`src/include/pwp_pkg.sv`:
```
`default_nettype none
package pwp_pkg;

  // ==========================================================
  // widths
  localparam int unsigned PWP_AW = 4;
  localparam int unsigned PWP_DW = 8;
  localparam int unsigned PWP_TW = 10;

  // ==========================================================
  // register offsets (word index on the plain register port)
  localparam logic [3:0] PWP_OFS_PULLUP   = 4'h0;
  localparam logic [3:0] PWP_OFS_WDT_CTRL = 4'h1;
  localparam logic [3:0] PWP_OFS_IRQ_MASK = 4'h2;
  localparam logic [3:0] PWP_OFS_PRD1_LO  = 4'h3;
  localparam logic [3:0] PWP_OFS_PRD2_LO  = 4'h4;
  localparam logic [3:0] PWP_OFS_PRD_HI   = 4'h5;
  localparam logic [3:0] PWP_OFS_DUTY1_LO = 4'h6;
  localparam logic [3:0] PWP_OFS_DUTY2_LO = 4'h7;
  localparam logic [3:0] PWP_OFS_DUTY_HI  = 4'h8;
  localparam logic [3:0] PWP_OFS_FLAGS    = 4'h9;
  localparam logic [3:0] PWP_OFS_PWM_CTRL = 4'hA;
  localparam logic [3:0] PWP_OFS_CH1_COUNTER_LO  = 4'hB;
  localparam logic [3:0] PWP_OFS_TMR2_LO  = 4'hC;
  localparam logic [3:0] PWP_OFS_TMR_HI   = 4'hD;
  localparam logic [3:0] PWP_OFS_STATUS   = 4'hE;

  // ==========================================================
  // watchdog control fields
  localparam int unsigned PWP_WDT_ON_BIT    = 7;
  localparam int unsigned PWP_EXT_SEL_BIT   = 6;
  localparam int unsigned PWP_WDT_DIV_BIT   = 5;
  localparam int unsigned PWP_WDT_RATIO_MSB = 4;
  localparam int unsigned PWP_WDT_RATIO_LSB = 2;

  // interrupt mask / flag bit positions
  localparam int unsigned PWP_IRQ_CMP  = 7;
  localparam int unsigned PWP_IRQ_PWM3 = 6;
  localparam int unsigned PWP_IRQ_PWM2 = 5;
  localparam int unsigned PWP_IRQ_PWM1 = 4;
  localparam int unsigned PWP_IRQ_ADC  = 3;
  localparam int unsigned PWP_IRQ_EXT  = 2;
  localparam int unsigned PWP_IRQ_IC   = 1;
  localparam int unsigned PWP_IRQ_TC   = 0;

  // bits of the flag register held locally (others come from outside)
  localparam logic [7:0] PWP_LOCAL_FLAGS = 8'h34;

  // pwm control fields
  localparam int unsigned PWP_PWM1_EN_BIT = 0;
  localparam int unsigned PWP_PWM2_EN_BIT = 1;

  // ==========================================================
  // reset values
  localparam logic [7:0] PWP_RST_PULLUP = 8'hFF;
  localparam logic [5:0] PWP_RST_WDT    = 6'h00;
  localparam logic [7:0] PWP_RST_MASK   = 8'h00;
  localparam logic [9:0] PWP_RST_PERIOD = 10'h0FF;
  localparam logic [9:0] PWP_RST_DUTY   = 10'h080;
  localparam logic [1:0] PWP_RST_PWMEN  = 2'h0;
  localparam logic [7:0] PWP_RST_FLAGS  = 8'h00;

  // ==========================================================
  // carriers
  typedef struct packed {
    logic [3:0] addr;
    logic [7:0] wdata;
    logic       wr;
    logic       rd;
  } pwp_bus_req_t;

  typedef struct packed {
    logic [9:0] period;
    logic [9:0] duty;
  } pwp_pwm_cfg_t;

endpackage
`default_nettype wire

```
`src/rtl/pwp_pwm_chan.sv`:
```
`default_nettype none
module pwp_pwm_chan
  import pwp_pkg::*;
(
  input  wire logic         clock,
  input  wire logic         rstn,
  input  wire logic         enable,
  input  wire logic         tick,
  input  wire pwp_pwm_cfg_t cfg,
  output logic [9:0]        timer,
  output logic              pwm_out,
  output logic              period_hit
);

  // ==========================================================
  // channel timer
  logic [9:0] timer_reg;
  logic [9:0] timer_next;
  logic       out_reg;
  logic       out_next;
  logic       hit_reg;
  logic       hit_next;

  always_comb begin
    timer_next = timer_reg;
    out_next   = out_reg;
    hit_next   = 1'b0;
    if (!enable) begin
      // idle channel parks at the start of a period
      timer_next = 10'h000;
      out_next   = 1'b0;
    end else if (tick) begin
      if (timer_reg == cfg.period) begin
        timer_next = 10'h000;                    // [RULE17] [RULE19]
        out_next   = 1'b1;                       // [RULE19]
        hit_next   = 1'b1;                       // [RULE19]
      end else begin
        timer_next = timer_reg + 10'h001;
        if (timer_reg == 10'h000) begin
          out_next = 1'b1;                       // [RULE18]
        end
        if (timer_next == cfg.duty) begin
          out_next = 1'b0;                       // [RULE18]
        end
      end
    end
  end

  always_ff @(posedge clock) begin
    if (!rstn) begin
      timer_reg <= 10'h000;
      out_reg   <= 1'b0;
      hit_reg   <= 1'b0;
    end else begin
      timer_reg <= timer_next;
      out_reg   <= out_next;
      hit_reg   <= hit_next;
    end
  end

  assign timer      = timer_reg;
  assign pwm_out    = out_reg;
  assign period_hit = hit_reg;

endmodule
`default_nettype wire

```
`src/rtl/pwp_regs.sv`:
```
// The strobed register port and the register offsets were left to the implementer.
`default_nettype none
// Function
// [RULE1] pull-up bit 0 means pull-up on
// [RULE2] bits 7..4 port6, bits 3..0 port5
// [RULE3] watchdog control bit 7 enables watchdog
// [RULE4] bit 6 selects external interrupt pin
// [RULE5] unselected pin interrupt blocked, level readable
// [RULE6] bit 5 off gives watchdog 1:1 rate
// [RULE7] ratio code n divides by 2^(n+1)
// [RULE8] watchdog control bits 1,0 read zero
// [RULE9] source interrupts only while mask bit set
// [RULE10] global enable by instructions, above masks
// [RULE11] mask bit order cmp down to timer
// [RULE12] software sets comparator mask to use change
// [RULE13] software sets adc mask to use completion
// [RULE14] software sets input-change mask to use change
// [RULE15] pwm1 period 10 bits, high in bank
// [RULE16] pwm2 period 10 bits, high in bank
// [RULE17] period sets the channel time base
// [RULE18] output high until timer equals duty
// [RULE19] at period: restart, go high, raise flag
module pwp_regs
  import pwp_pkg::*;
(
  input  wire logic         clock,
  input  wire logic         rstn,
  input  wire pwp_bus_req_t bus_req,
  output logic [7:0]        bus_rdata,
  input  wire logic         global_irq_enable_instr,
  input  wire logic         global_irq_disable_instr,
  input  wire logic [7:0]   ext_irq_flags,
  input  wire logic         ext_int_n_pin,
  input  wire logic         wdt_osc_tick,
  input  wire logic         pwm_tick,
  output logic [3:0]        port6_pullup_on,
  output logic [3:0]        port5_pullup_on,
  output logic              watchdog_on,
  output logic              wdt_count_tick,
  output logic              ext_irq_pin_select,
  output logic              p50_level,
  output logic              irq_request,
  output logic              wake_request,
  output logic              pwm_ch1_out,
  output logic              pwm_ch2_out
);

  // ==========================================================
  // register state
  logic [7:0] pullup_disable_bits_reg;
  logic [7:0] pullup_disable_bits_next;
  logic [5:0] watchdog_control_reg;
  logic [5:0] watchdog_control_next;
  logic [7:0] interrupt_enable_mask_reg;
  logic [7:0] interrupt_enable_mask_next;
  logic [9:0] pwm1_period_reg;
  logic [9:0] pwm1_period_next;
  logic [9:0] pwm2_period_reg;
  logic [9:0] pwm2_period_next;
  logic [9:0] pwm1_duty_reg;
  logic [9:0] pwm1_duty_next;
  logic [9:0] pwm2_duty_reg;
  logic [9:0] pwm2_duty_next;
  logic [1:0] pwm_en_reg;
  logic [1:0] pwm_en_next;
  logic [7:0] local_flags_reg;
  logic [7:0] local_flags_next;
  logic       global_en_reg;
  logic       global_en_next;
  logic [7:0] rdata_reg;
  logic [7:0] rdata_next;

  logic [9:0] ch1_counter;
  logic [9:0] tmr2;
  logic       hit1;
  logic       hit2;
  logic       ext_event;
  logic [7:0] all_flags;
  logic [7:0] wdt_ctrl_view;

  logic wr_hit;
  logic rd_hit;
  assign wr_hit = bus_req.wr;
  assign rd_hit = bus_req.rd;

  // watchdog control reads with the two low bits tied to zero
  assign wdt_ctrl_view = {watchdog_control_reg, 2'b00};   // [RULE8]

  // ==========================================================
  // software register writes
  always_comb begin
    pullup_disable_bits_next   = pullup_disable_bits_reg;
    watchdog_control_next      = watchdog_control_reg;
    interrupt_enable_mask_next = interrupt_enable_mask_reg;
    pwm1_period_next           = pwm1_period_reg;
    pwm2_period_next           = pwm2_period_reg;
    pwm1_duty_next             = pwm1_duty_reg;
    pwm2_duty_next             = pwm2_duty_reg;
    pwm_en_next                = pwm_en_reg;
    if (wr_hit) begin
      unique case (bus_req.addr)
        PWP_OFS_PULLUP:   pullup_disable_bits_next = bus_req.wdata;        // [RULE1]
        PWP_OFS_WDT_CTRL: watchdog_control_next = bus_req.wdata[7:2];      // [RULE3] [RULE8]
        PWP_OFS_IRQ_MASK: interrupt_enable_mask_next = bus_req.wdata;      // [RULE9]
        PWP_OFS_PRD1_LO:  pwm1_period_next[7:0] = bus_req.wdata;           // [RULE15]
        PWP_OFS_PRD2_LO:  pwm2_period_next[7:0] = bus_req.wdata;           // [RULE16]
        PWP_OFS_PRD_HI: begin
          pwm1_period_next[9:8] = bus_req.wdata[1:0];                      // [RULE15]
          pwm2_period_next[9:8] = bus_req.wdata[3:2];                      // [RULE16]
        end
        PWP_OFS_DUTY1_LO: pwm1_duty_next[7:0] = bus_req.wdata;
        PWP_OFS_DUTY2_LO: pwm2_duty_next[7:0] = bus_req.wdata;
        PWP_OFS_DUTY_HI: begin
          pwm1_duty_next[9:8] = bus_req.wdata[1:0];
          pwm2_duty_next[9:8] = bus_req.wdata[3:2];
        end
        PWP_OFS_PWM_CTRL: pwm_en_next = bus_req.wdata[1:0];
        default: begin
        end
      endcase
    end
  end

  always_ff @(posedge clock) begin
    if (!rstn) begin
      pullup_disable_bits_reg   <= PWP_RST_PULLUP;
      watchdog_control_reg      <= PWP_RST_WDT;
      interrupt_enable_mask_reg <= PWP_RST_MASK;
      pwm1_period_reg           <= PWP_RST_PERIOD;
      pwm2_period_reg           <= PWP_RST_PERIOD;
      pwm1_duty_reg             <= PWP_RST_DUTY;
      pwm2_duty_reg             <= PWP_RST_DUTY;
      pwm_en_reg                <= PWP_RST_PWMEN;
    end else begin
      pullup_disable_bits_reg   <= pullup_disable_bits_next;
      watchdog_control_reg      <= watchdog_control_next;
      interrupt_enable_mask_reg <= interrupt_enable_mask_next;
      pwm1_period_reg           <= pwm1_period_next;
      pwm2_period_reg           <= pwm2_period_next;
      pwm1_duty_reg             <= pwm1_duty_next;
      pwm2_duty_reg             <= pwm2_duty_next;
      pwm_en_reg                <= pwm_en_next;
    end
  end

  // ==========================================================
  // pull-up drive: a stored 0 turns the pull-up on
  // upper nibble serves port 6 pins 7..4, lower nibble port 5 pins 3..0
  assign port6_pullup_on = ~pullup_disable_bits_reg[7:4];   // [RULE1] [RULE2]
  assign port5_pullup_on = ~pullup_disable_bits_reg[3:0];   // [RULE1] [RULE2]

  // ==========================================================
  // watchdog enable and prescaler
  logic [7:0] wdt_div_reg;
  logic [7:0] wdt_div_next;
  logic       wdt_tick_reg;
  logic       wdt_tick_next;
  logic [2:0] wdt_ratio;
  logic       wdt_div_on;
  logic [7:0] wdt_div_mask;

  assign wdt_ratio  = watchdog_control_reg[PWP_WDT_RATIO_MSB-2:PWP_WDT_RATIO_LSB-2];
  assign wdt_div_on = watchdog_control_reg[PWP_WDT_DIV_BIT-2];
  assign watchdog_on = watchdog_control_reg[PWP_WDT_ON_BIT-2];              // [RULE3]

  // low ratio+1 bits all ones marks the end of a 2^(ratio+1) run
  assign wdt_div_mask = 8'((16'h0002 << wdt_ratio) - 16'h0001);           // [RULE7]

  always_comb begin
    wdt_div_next  = wdt_div_reg;
    wdt_tick_next = 1'b0;
    // switching the watchdog off also restarts the divider
    if (!watchdog_on) begin
      wdt_div_next = 8'h00;
    end else if (wdt_osc_tick) begin
      if (!wdt_div_on) begin
        wdt_tick_next = 1'b1;                                              // [RULE6]
      end else if ((wdt_div_reg & wdt_div_mask) == wdt_div_mask) begin
        wdt_tick_next = 1'b1;                                              // [RULE7]
        wdt_div_next  = 8'h00;
      end else begin
        wdt_div_next = wdt_div_reg + 8'h01;
      end
    end
  end

  always_ff @(posedge clock) begin
    if (!rstn) begin
      wdt_div_reg  <= 8'h00;
      wdt_tick_reg <= 1'b0;
    end else begin
      wdt_div_reg  <= wdt_div_next;
      wdt_tick_reg <= wdt_tick_next;
    end
  end

  // registered so the watchdog counter never sees a combinational glitch
  assign wdt_count_tick = wdt_tick_reg;

  // ==========================================================
  // external interrupt pin: synchronise, then detect falling edge
  logic pin_meta_reg;
  logic pin_sync_reg;
  logic pin_prev_reg;

  always_ff @(posedge clock) begin
    if (!rstn) begin
      pin_meta_reg <= 1'b1;
      pin_sync_reg <= 1'b1;
      pin_prev_reg <= 1'b1;
    end else begin
      pin_meta_reg <= ext_int_n_pin;
      pin_sync_reg <= pin_meta_reg;
      pin_prev_reg <= pin_sync_reg;
    end
  end

  assign ext_irq_pin_select = watchdog_control_reg[PWP_EXT_SEL_BIT-2];      // [RULE4]
  // masked path when deselected; the level stays visible for port reads
  assign ext_event = ext_irq_pin_select & pin_prev_reg & ~pin_sync_reg;     // [RULE5]
  assign p50_level = pin_sync_reg;                                          // [RULE5]

  // ==========================================================
  // pwm channels: one identical timer per channel, indexed by its enable bit
  pwp_pwm_cfg_t chan_cfg   [2];
  logic [9:0]   chan_timer [2];
  logic         chan_out   [2];
  logic         chan_hit   [2];

  assign chan_cfg[PWP_PWM1_EN_BIT] = '{period: pwm1_period_reg, duty: pwm1_duty_reg};
  assign chan_cfg[PWP_PWM2_EN_BIT] = '{period: pwm2_period_reg, duty: pwm2_duty_reg};

  for (genvar ch = 0; ch < 2; ch++) begin : g_chan
    pwp_pwm_chan u_pwm_chan (
      .clock      (clock),
      .rstn       (rstn),
      .enable     (pwm_en_reg[ch]),
      .tick       (pwm_tick),
      .cfg        (chan_cfg[ch]),
      .timer      (chan_timer[ch]),
      .pwm_out    (chan_out[ch]),
      .period_hit (chan_hit[ch])
    );
  end

  assign ch1_counter        = chan_timer[PWP_PWM1_EN_BIT];
  assign tmr2        = chan_timer[PWP_PWM2_EN_BIT];
  assign hit1        = chan_hit[PWP_PWM1_EN_BIT];
  assign hit2        = chan_hit[PWP_PWM2_EN_BIT];
  assign pwm_ch1_out = chan_out[PWP_PWM1_EN_BIT];
  assign pwm_ch2_out = chan_out[PWP_PWM2_EN_BIT];

  // ==========================================================
  // locally raised flags: write 1 clears, a new event wins over the clear
  logic [7:0] flag_set;
  logic [7:0] flag_clr;

  always_comb begin
    flag_set = 8'h00;
    flag_set[PWP_IRQ_PWM1] = hit1;                                          // [RULE19]
    flag_set[PWP_IRQ_PWM2] = hit2;                                          // [RULE19]
    flag_set[PWP_IRQ_EXT]  = ext_event;
    flag_clr = 8'h00;
    if (wr_hit && bus_req.addr == PWP_OFS_FLAGS) begin
      flag_clr = bus_req.wdata & PWP_LOCAL_FLAGS;
    end
    local_flags_next = ((local_flags_reg & ~flag_clr) | flag_set) & PWP_LOCAL_FLAGS;
  end

  always_ff @(posedge clock) begin
    if (!rstn) begin
      local_flags_reg <= PWP_RST_FLAGS;
    end else begin
      local_flags_reg <= local_flags_next;
    end
  end

  // flags owned outside pass straight through and are never stored here
  assign all_flags = local_flags_reg | (ext_irq_flags & ~PWP_LOCAL_FLAGS);  // [RULE11]

  // ==========================================================
  // global enable and interrupt request
  always_comb begin
    global_en_next = global_en_reg;
    if (global_irq_enable_instr) begin
      global_en_next = 1'b1;                                                // [RULE10]
    end else if (global_irq_disable_instr) begin
      global_en_next = 1'b0;                                                // [RULE10]
    end
  end

  always_ff @(posedge clock) begin
    if (!rstn) begin
      global_en_reg <= 1'b0;
    end else begin
      global_en_reg <= global_en_next;
    end
  end

  // wake ignores the global enable so a masked-in event resumes at the
  // next instruction when interrupts are off
  assign wake_request = |(all_flags & interrupt_enable_mask_reg);          // [RULE9]
  assign irq_request  = global_en_reg & wake_request;                       // [RULE10]

  // ==========================================================
  // read port: data valid only in the cycle after the strobe
  // reads have no side effects, so flags clear only on a write
  always_comb begin
    rdata_next = 8'h00;
    if (rd_hit) begin
      unique case (bus_req.addr)
        PWP_OFS_PULLUP:   rdata_next = pullup_disable_bits_reg;
        PWP_OFS_WDT_CTRL: rdata_next = wdt_ctrl_view;                       // [RULE8]
        PWP_OFS_IRQ_MASK: rdata_next = interrupt_enable_mask_reg;
        PWP_OFS_PRD1_LO:  rdata_next = pwm1_period_reg[7:0];
        PWP_OFS_PRD2_LO:  rdata_next = pwm2_period_reg[7:0];
        PWP_OFS_PRD_HI:   rdata_next = {4'h0, pwm2_period_reg[9:8], pwm1_period_reg[9:8]};
        PWP_OFS_DUTY1_LO: rdata_next = pwm1_duty_reg[7:0];
        PWP_OFS_DUTY2_LO: rdata_next = pwm2_duty_reg[7:0];
        PWP_OFS_DUTY_HI:  rdata_next = {4'h0, pwm2_duty_reg[9:8], pwm1_duty_reg[9:8]};
        PWP_OFS_FLAGS:    rdata_next = all_flags;
        PWP_OFS_PWM_CTRL: rdata_next = {6'h00, pwm_en_reg};
        PWP_OFS_CH1_COUNTER_LO:  rdata_next = ch1_counter[7:0];
        PWP_OFS_TMR2_LO:  rdata_next = tmr2[7:0];
        PWP_OFS_TMR_HI:   rdata_next = {4'h0, tmr2[9:8], ch1_counter[9:8]};
        PWP_OFS_STATUS:   rdata_next = {6'h00, global_en_reg, p50_level};
        default:          rdata_next = 8'h00;
      endcase
    end
  end

  always_ff @(posedge clock) begin
    if (!rstn) begin
      rdata_reg <= 8'h00;
    end else begin
      rdata_reg <= rdata_next;
    end
  end

  assign bus_rdata = rdata_reg;

endmodule
`default_nettype wire

```
`config.mk`:
```
export PLATFORM = sky130hd
export DESIGN_NAME = pwp_regs
export DESIGN_NICKNAME = d
export VERILOG_FILES = /design/src/include/pwp_pkg.sv /design/src/rtl/pwp_pwm_chan.sv /design/src/rtl/pwp_regs.sv
export SDC_FILE = /design/constraint.sdc
export NUM_CORES = 1
export LEC_CHECK = 0
export BUFFER_PORTS_ARGS = -buffer_cell sky130_fd_sc_hd__buf_2
export CORE_UTILIZATION = 45
export CTS_CLUSTER_SIZE = 40
export DETAILED_ROUTE_END_ITERATION = 8
export GPL_TIMING_DRIVEN = 0
export SYNTH_ARGS = -nofsm -noshare
export SYNTH_HDL_FRONTEND = slang
export SYNTH_SLANG_ARGS = --single-unit
export TNS_END_PERCENT = 20
```
`constraint.sdc`:
```
create_clock -name clock -period 2.9 [get_ports clock]
set_input_delay 0.29 -clock clock [delete_from_list [all_inputs] [get_ports clock]]
set_output_delay 0.29 -clock clock [all_outputs]
set_load 0.01 [all_outputs]
```
==> results.cfg <==
[global_route]
grt_pass1_wl_um = 31700
grt_usage_pct = 29.9
grt_start_max_net_pins = 19
first_global_vias = 5473
antenna_found_initial = 0
gr-total-overflow = 0

[detailed_routing]
drt-vias-per-instance = 5.87
final_antenna_net_count = 0
drc = 0
wl_per_cell_um = 21.0
dr.pass1.iters = 5
wirelength_um = 20600
drt_iter0_markers = 509
vias = 5762

[clocking]
cts_resized = 0
hold_buffers = 0
clock_latency_ns = 0.36
cts_tree = built
cts_root_buffer = clkbuf_16
path_clk_slew_ns = 0.08
clk_path_buf_depth = 2
cts.htree.levels = 3
postCtsSetupBuffers = 0
cts_sinks = 112
cts-buffers-inserted = 9

[power]
p_total_mw = 3.23
power_density_nw_per_um2 = 470
power.leakage_nw = 2.64
peakVddDrop_v = 0.000365

[synthesis]
synth-main-ff-cell = dfxtp_1
ys_top_cells_by_area = dfxtp_1 (37%), mux2i_1 (7.2%), nand2_1 (5.9%)
yosysSeqAreaShare_pct = 36.6
yosys.area.top_type = dfxtp_1
synth_top_area_share_pct = 36.6
syn_avg_cell_area_um2 = 8.18
synthesis.area_um2 = 6130
synth-async-reset-ratio_pct = 0
synth_edf_count = 0
synth.distinct_cells = 51
synth_seq_cells = 112
syn_nets = 783
netlist_instances = 749
yosysWarnings = 0

[placement]
place_hpwl_um = 15200
portBuffers = 41
placed_area_um2 = 6550
gp_congestion = 0.956
dp.cells = 966

[timing]
tightest_slew_ns = 0.786
relSlewSlack_pct = 47.4
final-hold-violation-count = 0
fin_skew_ns = 0.00862
fin_hold_ws_ns = 0.101
setup_tns_ns = 0
timing.final.crit_share_pct = 76.2
rsz0062_at_grt = no
setup_viol = 0
timing_max_transition_violations_final = 0
fmax_mhz = 453
fin_crit_ns = 2.21

[critical_path]
r2r_cells = 8
crit_path_max_fanout = 10
r2r-start = g_chan[1].u_pwm_chan.timer[0]
startpoint_type = register
arrival_ns = 2.44
critPathCaptureType = register
critPathKind = reg2reg
cp.required_ns = 3.14
r2r_setup_slack_ns = 0.69
rr_endpoint = g_chan[1].u_pwm_chan.timer[5]

[cells_and_area]
layout_common_cells = dfxtp_1 (112), nand2_1 (96), buf_2 (65), nor2b_1 (48), nand3_1 (45)
final_area_um2 = 6870
final_common_cell = dfxtp_1
drive_gt1_share_pct = 12.7
layout.cells.non_filler = 982
synthToLayoutAreaGrowth_pct = 12.1
diodes = 0
nFillCells = 1324
largest_reg_flops = 20
nets = 835

[die]
dieArea_um2 = 14100
fp.dieH_um = 119
start_util_pct = 46.3
die_w_um = 119
rows = 42
io_pins = 53
coreArea_um2 = 13200

[status]
status = complete, no violations

[worst_hold_path]
hp-start = ext_int_n_pin
whs_endpoint = pin_meta_reg
hp-class = in2reg
min_path_cells = 2

[job]
max_cap_violations = 0
[synth_stat cells (3+ instances only)]
master    instances
a21boi_0          6
o21ai_0          41
nor2b_1          48
nor4_1            7
a22o_1            6
a22oi_1          15
ha_1              5
a32oi_1           3
or3_1             5
nand2b_1          8
nor2_1           40
o21a_1            3
o211ai_1          8
or3b_2            4
xnor2_1          41
o22ai_1           4
mux2i_1          44
nand2_1          96
mux2_2           12
nand3b_1          3
nand3_1          45
a21oi_1          33
xor2_1           16
nor3b_1           3
nor3_1            6
inv_1            18
a211oi_1          4
a31oi_1           9
and3_1           13
or4_1             4
buf_2            24
clkbuf_1         30
nand4_1          10
and2_1            4
dfxtp_1         112
[how the worst max path moves through the flow]
stage | startpoint | endpoint | slack [ns]
3_3_place_gp | bus_req[11] | bus_rdata[7] | 0.56
5_1_grt | g_chan[1].u_pwm_chan.timer[0] | g_chan[1].u_pwm_chan.timer[5] | 0.52
4_1_cts | g_chan[0].u_pwm_chan.timer[4] | g_chan[0].u_pwm_chan.timer[5] | 0.68
2_1_floorplan | g_chan[1].u_pwm_chan.timer[0] | g_chan[1].u_pwm_chan.timer[5] | 1.18
3_5_place_dp | bus_req[11] | bus_rdata[7] | 0.55
6_report | g_chan[1].u_pwm_chan.timer[0] | g_chan[1].u_pwm_chan.timer[5] | 0.69
[worst max-delay path, cell delays in order, from the launching register on]
cell	delay, ns
dfxtp_1	0.33
buf_2	0.23
xnor2_1	0.15
nand4_1	0.13
nor4_2	0.46
clkbuf_1	0.39
o21ai_0	0.15
a21oi_1	0.18
nor2_1	0.05
[cell type report]
cell class	count	area (um^2)	area share (%)
buffer	55	236	3.44
clock buffer	10	229	3.33
clock inverter	6	90.1	1.31
inverter	18	67.6	0.983
multi-input combinational	564	3580	52.1
sequential	112	2240	32.6
tap	176	220	3.20
timing repair buffer	41	205	2.99
[per-stage QoR]
stage                     util [%]  worst slack, ns
after CTS                     51.9            0.681
after floorplan                  -             1.18
after global placement        49.5            0.557
after detailed placement      49.5            0.551
after global routing          51.9            0.517
final                         51.9            0.691
[cell families after synthesis]
kind of cell	synth area share [%]
AND/OR/NAND/NOR	25.2
buffers and inverters	4.96
flip-flops	36.6
XOR/XNOR	8.15
multiplexers	9.76
adder cells (fa/ha/maj)	1.02
AO/OA/AOI/OAI	14.3
[per-layer routing]
layer / track usage (%) / vias up / share of wire (%) / wire, um
li1: - / 2707 / - / -
met5: 0 / - / 0 / 0
met1: 40.1 / 2747 / 44 / 9150
met2: 46.5 / 258 / 45 / 9260
met4: 13.0 / 0 / 3.7 / 773
met3: 6.08 / 50 / 7.0 / 1440
[power breakdown]
group	leakage, nW	internal, mW	switching [mW]	total [mW]
Clock	0.153	0.763	0.601	1.36
Sequential	0.906	1.56	0.0196	1.58
Combinational	1.58	0.0975	0.190	0.287
Total	2.64	2.42	0.810	3.23
No activity file was read; power rests on OpenSTA's default activity.
